<file path="config.mk">
export PLATFORM = sky130hd
export DESIGN_NAME = amcp_mode_config_port
export DESIGN_NICKNAME = d
export VERILOG_FILES = /design/src/amcp_pkg.sv /design/src/amcp_mode_config_port.sv
export SDC_FILE = /design/constraint.sdc
export NUM_CORES = 1
export LEC_CHECK = 0
export BUFFER_PORTS_ARGS = -buffer_cell sky130_fd_sc_hd__buf_2
export CAP_MARGIN = 20
export CORE_MARGIN = 4
export CORE_UTILIZATION = 35
export CTS_BUF_LIST = sky130_fd_sc_hd__clkbuf_8
export DETAILED_ROUTE_END_ITERATION = 8
export SLEW_MARGIN = 20
export SYNTH_ARGS = -nofsm -noshare
export SYNTH_HDL_FRONTEND = slang
export SYNTH_SLANG_ARGS = --single-unit
</file>
<file path="constraint.sdc">
create_clock -name mclk_in -period 3.66 [get_ports mclk_in]
set_input_delay 0 -clock mclk_in [delete_from_list [all_inputs] [get_ports mclk_in]]
set_output_delay 0 -clock mclk_in [all_outputs]
set_load 0.1 [all_outputs]
</file>
<file path="src/amcp_pkg.sv">
// Package for the converter mode configuration port.
// Assumes one 20 MHz system clock; all pins arrive asynchronously.
package amcp_pkg;
    localparam int unsigned CLK_MHZ = 20;
    localparam logic [6:0] ADDR_SOFT_RESET = 7'h00;
    localparam logic [6:0] ADDR_POWER_DOWN = 7'h01;
    localparam logic [6:0] ADDR_CLK_TIMING = 7'h02;
    localparam logic [6:0] ADDR_DRIVER_MODE = 7'h03;
    localparam logic [6:0] ADDR_FORMAT = 7'h04;
    localparam logic [7:0] REG_RESET_VAL = 8'h00;
    localparam int unsigned SOFT_RESET_BIT = 7;
    localparam int unsigned WORD_BITS = 16;
    localparam logic [4:0] WORD_BITS_CNT = 5'h10;
    localparam logic [4:0] READ_START_CNT = 5'h08;
    // Nap recovery, in sample clock cycles
    localparam logic [7:0] NAP_RECOVER_CYCLES = 8'h64;
    localparam logic [1:0] PWR_NORMAL = 2'h0;
    localparam logic [1:0] PWR_NAP = 2'h1;
    localparam logic [1:0] PWR_SLEEP = 2'h3;
    localparam logic [1:0] FMT_FULL_SE = 2'h0;
    localparam logic [1:0] FMT_DDR_DIFF = 2'h1;
    localparam logic [1:0] FMT_DDR_SE = 2'h2;
    localparam logic [2:0] CUR_3P5MA = 3'h0;
    localparam logic [2:0] TP_OFF = 3'h0;
    localparam logic [2:0] TP_ZEROS = 3'h1;
    localparam logic [2:0] TP_ONES = 3'h3;
    localparam logic [2:0] TP_CHECKER = 3'h5;
    localparam logic [2:0] TP_ALTERNATE = 3'h7;
    localparam logic [14:0] CHECKER_A = 15'h5555;
    localparam logic [13:0] ODD_BITS_MASK = 14'h2aaa;
    localparam logic [13:0] MSB_FLIP = 14'h2000;
endpackage : amcp_pkg

</file>
<file path="src/amcp_mode_config_port.sv">
// Mode configuration port of a 14-bit converter: strap, serial port, mode
// registers and output formatting. Assumes pins are asynchronous to mclk_in
// and that the serial clock is far slower than mclk_in.
// Read-back bits lag the host's SCK fall by about five clocks.
//
// Contract
// - Strap high: pins are static mode inputs
// - Parallel chip-select level sets stabilizer
// - Parallel SCK level selects output format
// - Parallel SDI high puts converter asleep
// - Strap low: pins form serial port
// - Transfer framed by chip-select; 16 edges sampled
// - Word: flag, address, data, MSB first
// - Write stores data; read returns register
// - SDO only pulls low, open drain
// - Reset bit clears all registers, self-clears
// - Power field: normal, nap, sleep
// - Timing bit 3 inverts output clock
// - Timing bits 2-1 pick phase delay
// - Timing bit 0 enables stabilizer
// - Driver current field in bits 6-4
// - Termination bit scales current 1.6 times
// - Output mode bit 2 makes outputs high-z
// - Output format field in bits 1-0
// - Test pattern field in bits 5-3
// - Format bits: polarity, scramble, signed
// - Scrambler XORs upper bits with LSB
// - Test pattern overrides all formatting
// - Nap exit needs 100 sample clocks
`timescale 1ns/10ps
`default_nettype none
module amcp_mode_config_port (
    input wire logic mclk_in,
    input wire logic reset_n_in,
    input wire logic interface_select_strap_in,
    input wire logic cs_n_in,
    input wire logic sck_in,
    input wire logic sdi_in,
    output logic sdo_out,
    output logic sdo_oe_out,
    input wire logic sample_clk_in,
    input wire logic [13:0] raw_sample_in,
    input wire logic raw_overrange_in,
    output logic duty_cycle_stabilizer_enable_out,
    output logic [1:0] output_format_field_out,
    output logic [1:0] power_state_field_out,
    output logic output_clock_invert_out,
    output logic [1:0] output_clock_phase_field_out,
    output logic [2:0] diff_drive_current_field_out,
    output logic diff_termination_enable_out,
    output logic output_high_z_enable_out,
    output logic conversion_valid_out,
    output logic [13:0] sample_data_bits_out,
    output logic overrange_flag_out
);
    import amcp_pkg::*;

    // ----------------------------------------------------------------
    // Pin synchronisers
    // ----------------------------------------------------------------
    logic [2:0] strap_s_q, cs_s_q, sck_s_q, sdi_s_q, sclk_s_q;
    logic strap_q, cs_n_q, sck_q, sdi_q, sclk_q;

    always_ff @(posedge mclk_in or negedge reset_n_in) begin
        if (!reset_n_in) begin
            strap_s_q <= 3'h0;
            cs_s_q <= 3'h7;
            sck_s_q <= 3'h0;
            sdi_s_q <= 3'h0;
            sclk_s_q <= 3'h0;
        end else begin
            strap_s_q <= {strap_s_q[1:0], interface_select_strap_in};
            cs_s_q <= {cs_s_q[1:0], cs_n_in};
            sck_s_q <= {sck_s_q[1:0], sck_in};
            sdi_s_q <= {sdi_s_q[1:0], sdi_in};
            sclk_s_q <= {sclk_s_q[1:0], sample_clk_in};
        end
    end

    // Level moves only once stages two and three agree
    always_ff @(posedge mclk_in or negedge reset_n_in) begin
        if (!reset_n_in) begin
            strap_q <= 1'b0;
            cs_n_q <= 1'b1;
            sck_q <= 1'b0;
            sdi_q <= 1'b0;
            sclk_q <= 1'b0;
        end else begin
            if (strap_s_q[1] == strap_s_q[2]) strap_q <= strap_s_q[2];
            if (cs_s_q[1] == cs_s_q[2]) cs_n_q <= cs_s_q[2];
            if (sck_s_q[1] == sck_s_q[2]) sck_q <= sck_s_q[2];
            if (sdi_s_q[1] == sdi_s_q[2]) sdi_q <= sdi_s_q[2];
            if (sclk_s_q[1] == sclk_s_q[2]) sclk_q <= sclk_s_q[2];
        end
    end

    logic serial_mode;
    logic sck_rise, sck_fall, cs_fall, cs_rise, sclk_rise;
    logic sck_d1_q, cs_d1_q, sclk_d1_q;

    always_ff @(posedge mclk_in or negedge reset_n_in) begin
        if (!reset_n_in) begin
            sck_d1_q <= 1'b0;
            cs_d1_q <= 1'b1;
            sclk_d1_q <= 1'b0;
        end else begin
            sck_d1_q <= sck_q;
            cs_d1_q <= cs_n_q;
            sclk_d1_q <= sclk_q;
        end
    end

    assign serial_mode = !strap_q;
    assign sck_rise = sck_q && !sck_d1_q;
    assign sck_fall = !sck_q && sck_d1_q;
    assign cs_fall = !cs_n_q && cs_d1_q;
    assign cs_rise = cs_n_q && !cs_d1_q;
    assign sclk_rise = sclk_q && !sclk_d1_q;

    // ----------------------------------------------------------------
    // Serial shift engine
    // ----------------------------------------------------------------
    logic [15:0] shift_q;
    logic [4:0] bit_cnt_q;
    logic active_q;

    always_ff @(posedge mclk_in or negedge reset_n_in) begin
        if (!reset_n_in) begin
            active_q <= 1'b0;
            bit_cnt_q <= 5'h0;
            shift_q <= 16'h0;
        end else if (!serial_mode || cs_rise) begin
            active_q <= 1'b0;
        end else if (cs_fall) begin
            active_q <= 1'b1;
            bit_cnt_q <= 5'h0;
        end else if (active_q && sck_rise && bit_cnt_q < WORD_BITS_CNT) begin
            shift_q <= {shift_q[14:0], sdi_q};
            bit_cnt_q <= bit_cnt_q + 5'h1;
        end
    end

    logic word_read, word_done;
    logic [6:0] word_addr;
    assign word_read = shift_q[15];
    assign word_addr = shift_q[14:8];
    assign word_done = active_q && cs_rise && bit_cnt_q == WORD_BITS_CNT;

    // ----------------------------------------------------------------
    // Mode control registers
    // ----------------------------------------------------------------
    logic [1:0] pwr_q;
    logic [3:0] timing_q;
    logic [6:0] drive_q;
    logic [5:0] format_q;

    // Commit at the word's end, so a reset applies when the write completes
    logic wr_go, soft_clr;
    assign wr_go = word_done && !word_read;
    // Self-clearing: the reset bit is never stored, only acted on at commit
    assign soft_clr = wr_go && word_addr == ADDR_SOFT_RESET && shift_q[SOFT_RESET_BIT];

    always_ff @(posedge mclk_in or negedge reset_n_in) begin
        if (!reset_n_in) begin
            pwr_q <= REG_RESET_VAL[1:0];
        end else if (soft_clr) begin
            pwr_q <= REG_RESET_VAL[1:0];
        end else if (wr_go && word_addr == ADDR_POWER_DOWN) begin
            pwr_q <= shift_q[1:0];
        end
    end

    always_ff @(posedge mclk_in or negedge reset_n_in) begin
        if (!reset_n_in) begin
            timing_q <= REG_RESET_VAL[3:0];
        end else if (soft_clr) begin
            timing_q <= REG_RESET_VAL[3:0];
        end else if (wr_go && word_addr == ADDR_CLK_TIMING) begin
            timing_q <= shift_q[3:0];
        end
    end

    always_ff @(posedge mclk_in or negedge reset_n_in) begin
        if (!reset_n_in) begin
            drive_q <= REG_RESET_VAL[6:0];
        end else if (soft_clr) begin
            drive_q <= REG_RESET_VAL[6:0];
        end else if (wr_go && word_addr == ADDR_DRIVER_MODE) begin
            drive_q <= shift_q[6:0];
        end
    end

    always_ff @(posedge mclk_in or negedge reset_n_in) begin
        if (!reset_n_in) begin
            format_q <= REG_RESET_VAL[5:0];
        end else if (soft_clr) begin
            format_q <= REG_RESET_VAL[5:0];
        end else if (wr_go && word_addr == ADDR_FORMAT) begin
            format_q <= shift_q[5:0];
        end
    end

    function automatic logic [7:0] reg_read(input logic [6:0] addr);
        case (addr)
            ADDR_POWER_DOWN: reg_read = {6'h0, pwr_q};
            ADDR_CLK_TIMING: reg_read = {4'h0, timing_q};
            ADDR_DRIVER_MODE: reg_read = {1'b0, drive_q};
            ADDR_FORMAT: reg_read = {2'h0, format_q};
            default: reg_read = 8'h00; // Reset register is write only
        endcase
    endfunction

    // ----------------------------------------------------------------
    // Read-back on open-drain SDO
    // ----------------------------------------------------------------
    logic [7:0] rd_shift_q;
    logic rd_on_q;

    // Address is complete after eight bits; data then leaves on falling edges
    // Filter delay puts each bit about five clocks behind the SCK fall, so a
    // host must sample late in the high phase, not right at the rise
    always_ff @(posedge mclk_in or negedge reset_n_in) begin
        if (!reset_n_in) begin
            rd_shift_q <= 8'hff;
            rd_on_q <= 1'b0;
        end else if (!active_q || !serial_mode) begin
            rd_on_q <= 1'b0;
            rd_shift_q <= 8'hff;
        end else if (sck_fall && bit_cnt_q == READ_START_CNT && shift_q[7]) begin
            rd_on_q <= 1'b1;
            rd_shift_q <= reg_read(shift_q[6:0]);
        end else if (sck_fall && rd_on_q && bit_cnt_q > READ_START_CNT) begin
            rd_shift_q <= {rd_shift_q[6:0], 1'b1};
        end
    end

    assign sdo_out = 1'b0;
    assign sdo_oe_out = rd_on_q && !rd_shift_q[7];

    // ----------------------------------------------------------------
    // Mode outputs, strap selects source
    // ----------------------------------------------------------------
    always_ff @(posedge mclk_in or negedge reset_n_in) begin
        if (!reset_n_in) begin
            duty_cycle_stabilizer_enable_out <= 1'b0;
            output_format_field_out <= FMT_FULL_SE;
            power_state_field_out <= PWR_NORMAL;
            output_clock_invert_out <= 1'b0;
            output_clock_phase_field_out <= 2'h0;
            diff_drive_current_field_out <= CUR_3P5MA;
            diff_termination_enable_out <= 1'b0;
            output_high_z_enable_out <= 1'b0;
        end else if (!serial_mode) begin
            // Pin level itself, not the select sense: high turns it on
            duty_cycle_stabilizer_enable_out <= cs_n_q;
            output_format_field_out <= sck_q ? FMT_DDR_DIFF : FMT_FULL_SE;
            power_state_field_out <= sdi_q ? PWR_SLEEP : PWR_NORMAL;
            output_clock_invert_out <= 1'b0;
            output_clock_phase_field_out <= 2'h0;
            diff_drive_current_field_out <= CUR_3P5MA;
            diff_termination_enable_out <= 1'b0;
            output_high_z_enable_out <= 1'b0;
        end else begin
            duty_cycle_stabilizer_enable_out <= timing_q[0];
            output_format_field_out <= drive_q[1:0];
            power_state_field_out <= pwr_q;
            output_clock_invert_out <= timing_q[3];
            output_clock_phase_field_out <= timing_q[2:1];
            diff_drive_current_field_out <= drive_q[6:4];
            diff_termination_enable_out <= drive_q[3];
            output_high_z_enable_out <= drive_q[2];
        end
    end

    // ----------------------------------------------------------------
    // Nap recovery counter
    // ----------------------------------------------------------------
    logic [7:0] wake_cnt_q;
    logic powered;
    assign powered = power_state_field_out == PWR_NORMAL;

    always_ff @(posedge mclk_in or negedge reset_n_in) begin
        if (!reset_n_in) begin
            wake_cnt_q <= NAP_RECOVER_CYCLES;
        end else if (!powered) begin
            wake_cnt_q <= 8'h0;
        end else if (sclk_rise && wake_cnt_q < NAP_RECOVER_CYCLES) begin
            wake_cnt_q <= wake_cnt_q + 8'h1;
        end
    end
    assign conversion_valid_out = powered && wake_cnt_q == NAP_RECOVER_CYCLES;

    // ----------------------------------------------------------------
    // Output data formatting
    // ----------------------------------------------------------------
    logic [2:0] tp;
    logic [2:0] fsel;
    logic alt_q;
    assign tp = serial_mode ? format_q[5:3] : TP_OFF;
    // Parallel mode has no format register, so data leaves as offset binary
    assign fsel = serial_mode ? format_q[2:0] : 3'h0;

    // Order: signed flip, scrambler, odd-bit inversion; none touches the LSB first
    function automatic logic [13:0] fmt_sample(input logic [13:0] raw_val,
            input logic [2:0] sel);
        logic [13:0] d;
        d = raw_val;
        if (sel[0] && !sel[2]) begin
            d = d ^ MSB_FLIP;
        end
        if (sel[1]) begin
            d = d ^ {{13{d[0]}}, 1'b0};
        end
        if (sel[2]) begin
            d = d ^ ODD_BITS_MASK;
        end
        fmt_sample = d;
    endfunction

    always_ff @(posedge mclk_in or negedge reset_n_in) begin
        if (!reset_n_in) alt_q <= 1'b0;
        else if (sclk_rise) alt_q <= !alt_q;
    end

    // Applied per sample clock; raw data assumed stable at its edge
    always_ff @(posedge mclk_in or negedge reset_n_in) begin
        if (!reset_n_in) begin
            sample_data_bits_out <= 14'h0;
            overrange_flag_out <= 1'b0;
        end else if (sclk_rise) begin
            case (tp)
                TP_ZEROS: {overrange_flag_out, sample_data_bits_out} <= 15'h0;
                TP_ONES: {overrange_flag_out, sample_data_bits_out} <= 15'h7fff;
                TP_CHECKER: {overrange_flag_out, sample_data_bits_out} <=
                    alt_q ? ~CHECKER_A : CHECKER_A;
                TP_ALTERNATE: {overrange_flag_out, sample_data_bits_out} <=
                    alt_q ? 15'h7fff : 15'h0;
                default: begin
                    sample_data_bits_out <= fmt_sample(raw_sample_in, fsel);
                    overrange_flag_out <= raw_overrange_in;
                end
            endcase
        end
    end

endmodule // amcp_mode_config_port
`default_nettype wire

</file>
# [Word level (Yosys, flattened, before mapping)]
# Index checks and enable logic that the tools add are counted.
[op_classes] reduce_logical=49 n_mux=43 addsub=2 order_cmp=3 eq_ne=21 bitwise=5
[op_table] op="14-bit two-way mux" count=7
[op_table] op="14-bit one-hot mux with 4 select lines" count=1
[op_table] op="8-bit two-way mux" count=5
[op_table] op="15-bit two-way mux" count=2
[op_table] op="7-bit by 2-bit == test with 1-bit output (second input constant)" count=4
[op_table] op="7-bit one-hot mux with 4 select lines" count=1
[op_table] op="1-bit logical AND" count=24
[op_table] op="7-bit by 1-bit == test with 1-bit output (second input constant)" count=2
[op_table] op="7-bit by 3-bit == test with 1-bit output (second input constant)" count=2
[op_table] op="7-bit two-way mux" count=2
[op_table] op="2-bit nonzero test" count=7
[op_table] op="14-bit bitwise XOR" count=1
[op_table] op="2-bit two-way mux" count=6
[op_table] op="6-bit two-way mux" count=2
[op_table] op="1-bit logical NOT" count=10
[op_table] op="5-bit two-way mux" count=2
[op_table] op="1-bit two-way mux" count=9
[op_table] op="3-bit two-way mux" count=3
[op_table] op="8-bit by 1-bit adder with 8-bit output (second input constant)" count=1
[op_table] op="8-bit by 7-bit == test with 1-bit output (second input constant)" count=1
[op_table] op="8-bit by 7-bit < comparator with 1-bit output (second input constant)" count=1
[op_table] op="4-bit two-way mux" count=2
[op_table] op="7-bit logical NOT" count=1
[op_table] op="7-bit NOT" count=1
[op_table] op="18 further kinds" count=26
[word_totals] register_bits=110 out_inout_bits=31 inputBits=22 wordCells=157

# [Depth between registers and ports, before layout]
[depth] depth_word=13 depth_mapped=8 mapped_depth_nobuf=7

# [Worst setup path after synthesis]
# No wires, ideal clock.
[synth_path] path_kind="reg2out" from="register power_state_field_out[1]" to="output conversion_valid_out" t_required_ns=3.660 path_buffers=1 stages_incl_launch_ff=5 arrival_time_ns=2.298 slack_ns=1.362 path_cell_list="dfrtp_1 or2_2 clkbuf_1 nor3b_1 and3_1"
[synth_via] elab_chain_cells=2
[synth_lines] item="start: declaration" line_no="amcp_mode_config_port.sv:46" source="output logic [1:0] power_state_field_out,"
[synth_lines] item="start signal: assignment" line_no="amcp_mode_config_port.sv:257" source="power_state_field_out <= sdi_q ? PWR_SLEEP : PWR_NORMAL;"
[synth_lines] item="start signal: assignment" line_no="amcp_mode_config_port.sv:266" source="power_state_field_out <= pwr_q;"
[synth_lines] item="2-bit logical NOT" line_no="amcp_mode_config_port.sv:280" source="assign powered = power_state_field_out == PWR_NORMAL;"
[synth_lines] item="1-bit logical AND" line_no="amcp_mode_config_port.sv:291" source="assign conversion_valid_out = powered && wake_cnt_q == NAP_RECOVER_CYCLES;"
[synth_lines] item="end: declaration" line_no="amcp_mode_config_port.sv:52" source="output logic conversion_valid_out,"
# Every way passes these cells.

# [Final worst setup path]
[layout_path] from="register cs_n_q" to="register drive_q[1]"
[layout_via] elab_chain_cells=7 elab_cells_between_ends=9 classes_between="mux: 1; reduce/logical: 8"
[layout_lines] item="start: declaration" line_no="amcp_mode_config_port.sv:62" source="logic strap_q, cs_n_q, sck_q, sdi_q, sclk_q;"
[layout_lines] item="start signal: assignment" line_no="amcp_mode_config_port.sv:90" source="if (cs_s_q[1] == cs_s_q[2]) cs_n_q <= cs_s_q[2];"
[layout_lines] item="1-bit logical AND *" line_no="amcp_mode_config_port.sv:117" source="assign cs_rise = cs_n_q && !cs_d1_q;"
[layout_lines] item="1-bit logical AND * (2 in series)" line_no="amcp_mode_config_port.sv:147" source="assign word_done = active_q && cs_rise && bit_cnt_q == WORD_BITS_CNT;"
[layout_lines] item="1-bit logical AND *" line_no="amcp_mode_config_port.sv:159" source="assign wr_go = word_done && !word_read;"
[layout_lines] item="1-bit logical AND (2 in series)" line_no="amcp_mode_config_port.sv:161" source="assign soft_clr = wr_go && word_addr == ADDR_SOFT_RESET && shift_q[SOFT_RESET_BIT];"
[layout_lines] item="7-bit two-way mux or 2-bit nonzero test (tied branches)"
[layout_lines] item="end signal: assignment" line_no="amcp_mode_config_port.sv:185" source="drive_q <= REG_RESET_VAL[6:0];"
[layout_lines] item="end signal: assignment" line_no="amcp_mode_config_port.sv:187" source="drive_q <= REG_RESET_VAL[6:0];"
[layout_lines] item="end signal: assignment" line_no="amcp_mode_config_port.sv:189" source="drive_q <= shift_q[6:0];"
[layout_lines] item="end: declaration" line_no="amcp_mode_config_port.sv:154" source="logic [6:0] drive_q;"
# Mark *: on every way between the ends. The rest lies on a longest branch, timed or not.
# A chain may end at the register's enable or synchronous reset.

==> run metrics <==
outcome=finished, final reports clean; worst setup slack for register-to-register paths=roughly 1600 ps; hold-critical path endpoint=sample_data_bits_out[6]; PnR Total Power=2.61 mW; final clock skew=8.80 ps; dominant cell type by area after synthesis=dfrtp_1; clock-pin slew on the worst setup and hold paths=100 ps; max capacitance violation total=0; Routability Congestion=0.885; total net switching power=918 uW; Synthesized Nets=483; Via density=4.85; number of remaining DRC errors=0; Net count, final=549; chip height=125 um; input/output buffers=51; total wire length=between 10,000 and 15,000 um; Critical Path End Type=flop; Syn Area/Cell=10.5 um^2; top cells by count, synth=dfrtp_1 (94), nand2_1 (84), nor2_1 (44); final core area utilization=0.419; measured slew at the worst slew-check pin=708 ps; n_diodes=0; Starting Density=0.360; Logic pwr share=0.225; number of antenna violations at the first check in global routing=0; number of pins with negative max-slew slack in the final report=0; first-pass GRT wire length=between 15,000 and 20,000 um; fraction of layout cells with a size suffix above 1=0.180; post-detailed-route wirelength per cell=14.4 um; Cells on Worst Hold Path=4; power density over the cells=between 400 and 500 mW/mm^2; flops & latches, synth=110; Num Clock Sinks=110; CTS tree=built; sequential share of power=0.524; global router's overall resource usage=0.136; placed insts=669; total die area=between 0.015 and 0.02 mm^2; post-synthesis instance total=457; width of the chip=125 um; post-cts gate resize count=0; number of DRC violations after detailed-routing iteration 0=~170; total area of multi-input combinational cells=0.00188 mm^2; number of global-route vias before repair=3,504; top post-synthesis cells by area=dfrtp_1 (49%), dfstp_2 (8.8%), nand2_1 (6.6%), nor2_1 (3.5%), mux2i_1 (3.1%); startpoint of the worst register-to-register path=cs_n_q; Synth cell types=53; Switching Share=0.352; aggregate global routing overflow=0; ratio of final minimum period to clock period=0.573; clock insertion delay at the later pin of the skew report=380 ps; post-route minimum period=2100 ps; leakage power=2.46 nW; Core ar.=0.0133 mm^2; leading cell type by number of instances after synthesis=dfrtp_1; netlist area before placement=0.00479 mm^2; RSZ-0062 raised after global routing=no; # hold bufs at CTS=19; commonest register cell after synthesis=dfrtp_1; Yosys warning total=0; area growth from synthesis to layout=16.5%; R2R cell count=5; portion of synthesized cell area occupied by the leading cell type=0.492; data arrival time of the critical path=2340 ps; CP Data Required Time=approximately 3900 ps; number of non-filler instances in the completed layout=704; clock network power share=0.251; I/O Pins=53; pin count of the biggest net entering global routing=43; relative max-transition margin=0.527; HP Class=primary input to flop; final-report setup violation count=0; Reg area=0.00277 mm^2; CTS max path bufs=2; critical path fanouts, max=14; Crit Reg-Reg Endpoint=drive_q[1]; number of optimization iterations in the first detailed-route pass=5; sequential fraction of the synthesis area=0.579; Critical Path Source Type=flop; final worst setup slack=1560 ps; half-perimeter wire length of the detailed placement result=7010 um; timing-limited maximum frequency=477 MHz; share of flip-flops with an asynchronous set or reset=1.00; EDFF count, synth=0; Post-DRT Antenna Nets=0; pre-CTS WS=1600 ps; worst voltage drop across the vdd grid=0.212 mV; count of standard-cell rows=42; Post CTS Setup Buffer Count=0; vias post-DR=3,416; fillcell total=around 1,300; internal power summed over all cells=1.69 mW; start point of the worst min-delay path=raw_sample_in[6]; Root Buffer Master=clkbuf_8; maximum level of the CTS H-tree=3; number of clock buffers inserted by TritonCTS=9; post-route setup TNS=0 ps; count of final hold-check violations=0; category of the critical setup timing path=flop to flop
## layout make-up
| class | count | share of cell area |
|---|---|---|
| sequential | 110 | 0.497 |
| multi-input combinational | 315 | 0.336 |
| timing repair buffer | 75 | 0.0871 |
| tap | 176 | 0.0395 |
| clock buffer | 10 | 0.0247 |
| inverter | 12 | 0.00808 |
| clock inverter | 6 | 0.00696 |
## cell families (layout without fill, tap and decap cells)
logic type                 after synthesis  after routing  synth area share
muxes                                   17             17            0.0361
xor gates and xnor gates                21             21            0.0424
and+or+nand+nor                        187            187             0.184
DFF                                    110            110             0.579
buffers and inverters                   32            103            0.0288
AOI/OAI and AO/OA                       80             80             0.108
other                                    1              1          0.000784
adders and majority gates                9              9            0.0209
## worst max path at each step
stage / to / slack (ps) / cells past startpoint / start
finish: drive_q[1] / 1560 / 5 / cs_n_q
global route: drive_q[1] / 1310 / 7 / bit_cnt_q[0]
CTS: format_q[5] / 1580 / 5 / shift_q[8]
detailed placement: format_q[5] / 1600 / 5 / shift_q[8]
global placement: format_q[2] / 1680 / 5 / shift_q[8]
floorplan: conversion_valid_out / 1360 / 4 / power_state_field_out[1]
## state kept, by name, indices dropped and copies added, names as in the netlist, 2 cells and up
name	flops
bit_cnt_q	5
cs_s_q	3
diff_drive_current_field_out	3
drive_q	7
format_q	6
output_clock_phase_field_out	2
output_format_field_out	2
power_state_field_out	2
pwr_q	2
rd_shift_q	8
sample_data_bits_out	14
sck_s_q	3
sclk_s_q	3
sdi_s_q	3
shift_q	16
strap_s_q	3
timing_q	4
wake_cnt_q	8
## metal layers
| metal | vias to the layer above | wire length (um) | track usage |
|---|---|---|---|
| met3 | 9 | 493 | 0.0452 |
| li1 | 1677 | - | - |
| met4 | 0 | 125 | 0.0364 |
| met1 | 1660 | 4510 | 0.170 |
| met2 | 70 | 4990 | 0.227 |
| met5 | - | 0 | 0 |
## power groups by stage
stage	registers (mW)	clock network, mW	logic (mW)
3_3_place_gp	1.39	0	0.569
2_1_floorplan	1.67	0	0.167
5_1_grt	1.38	0.746	0.622
6_report	1.37	0.655	0.586
3_5_place_dp	1.39	0	0.575
4_1_cts	1.37	0.693	0.592
## cells in the final DEF (no fill, tap or decap), drive strengths merged, types with 10 or more instances in the layout
cell | netlist | routed
nand2 | 84 | 84
inv | 11 | 14
xnor2 | 10 | 10
clkbuf | 12 | 10
dfrtp | 94 | 94
dlygate4sd3 | 0 | 19
nor2 | 44 | 44
xor2 | 11 | 11
dfstp | 16 | 16
nor2b | 15 | 15
mux2i | 15 | 15
o21ai | 36 | 36
buf | 8 | 56
## worst max-delay path: stages, from the launching register on
cell	delay, ps
dfstp_2	620
nand4b_1	190
nor4_2	410
nand3_1	470
nand2_1	180
o21ai_0	90
## metrics by stage
step / hold WS [ps] / cell area [um^2]
2_1_floorplan: -296 / 4790
3_3_place_gp: -26.8 / 5210
3_5_place_dp: -31.0 / 5210
4_1_cts: 3.97 / 5580
5_1_grt: 23.3 / 5580
6_report: 23.3 / 5580
Note: power is estimated with default switching activity, not from simulation.
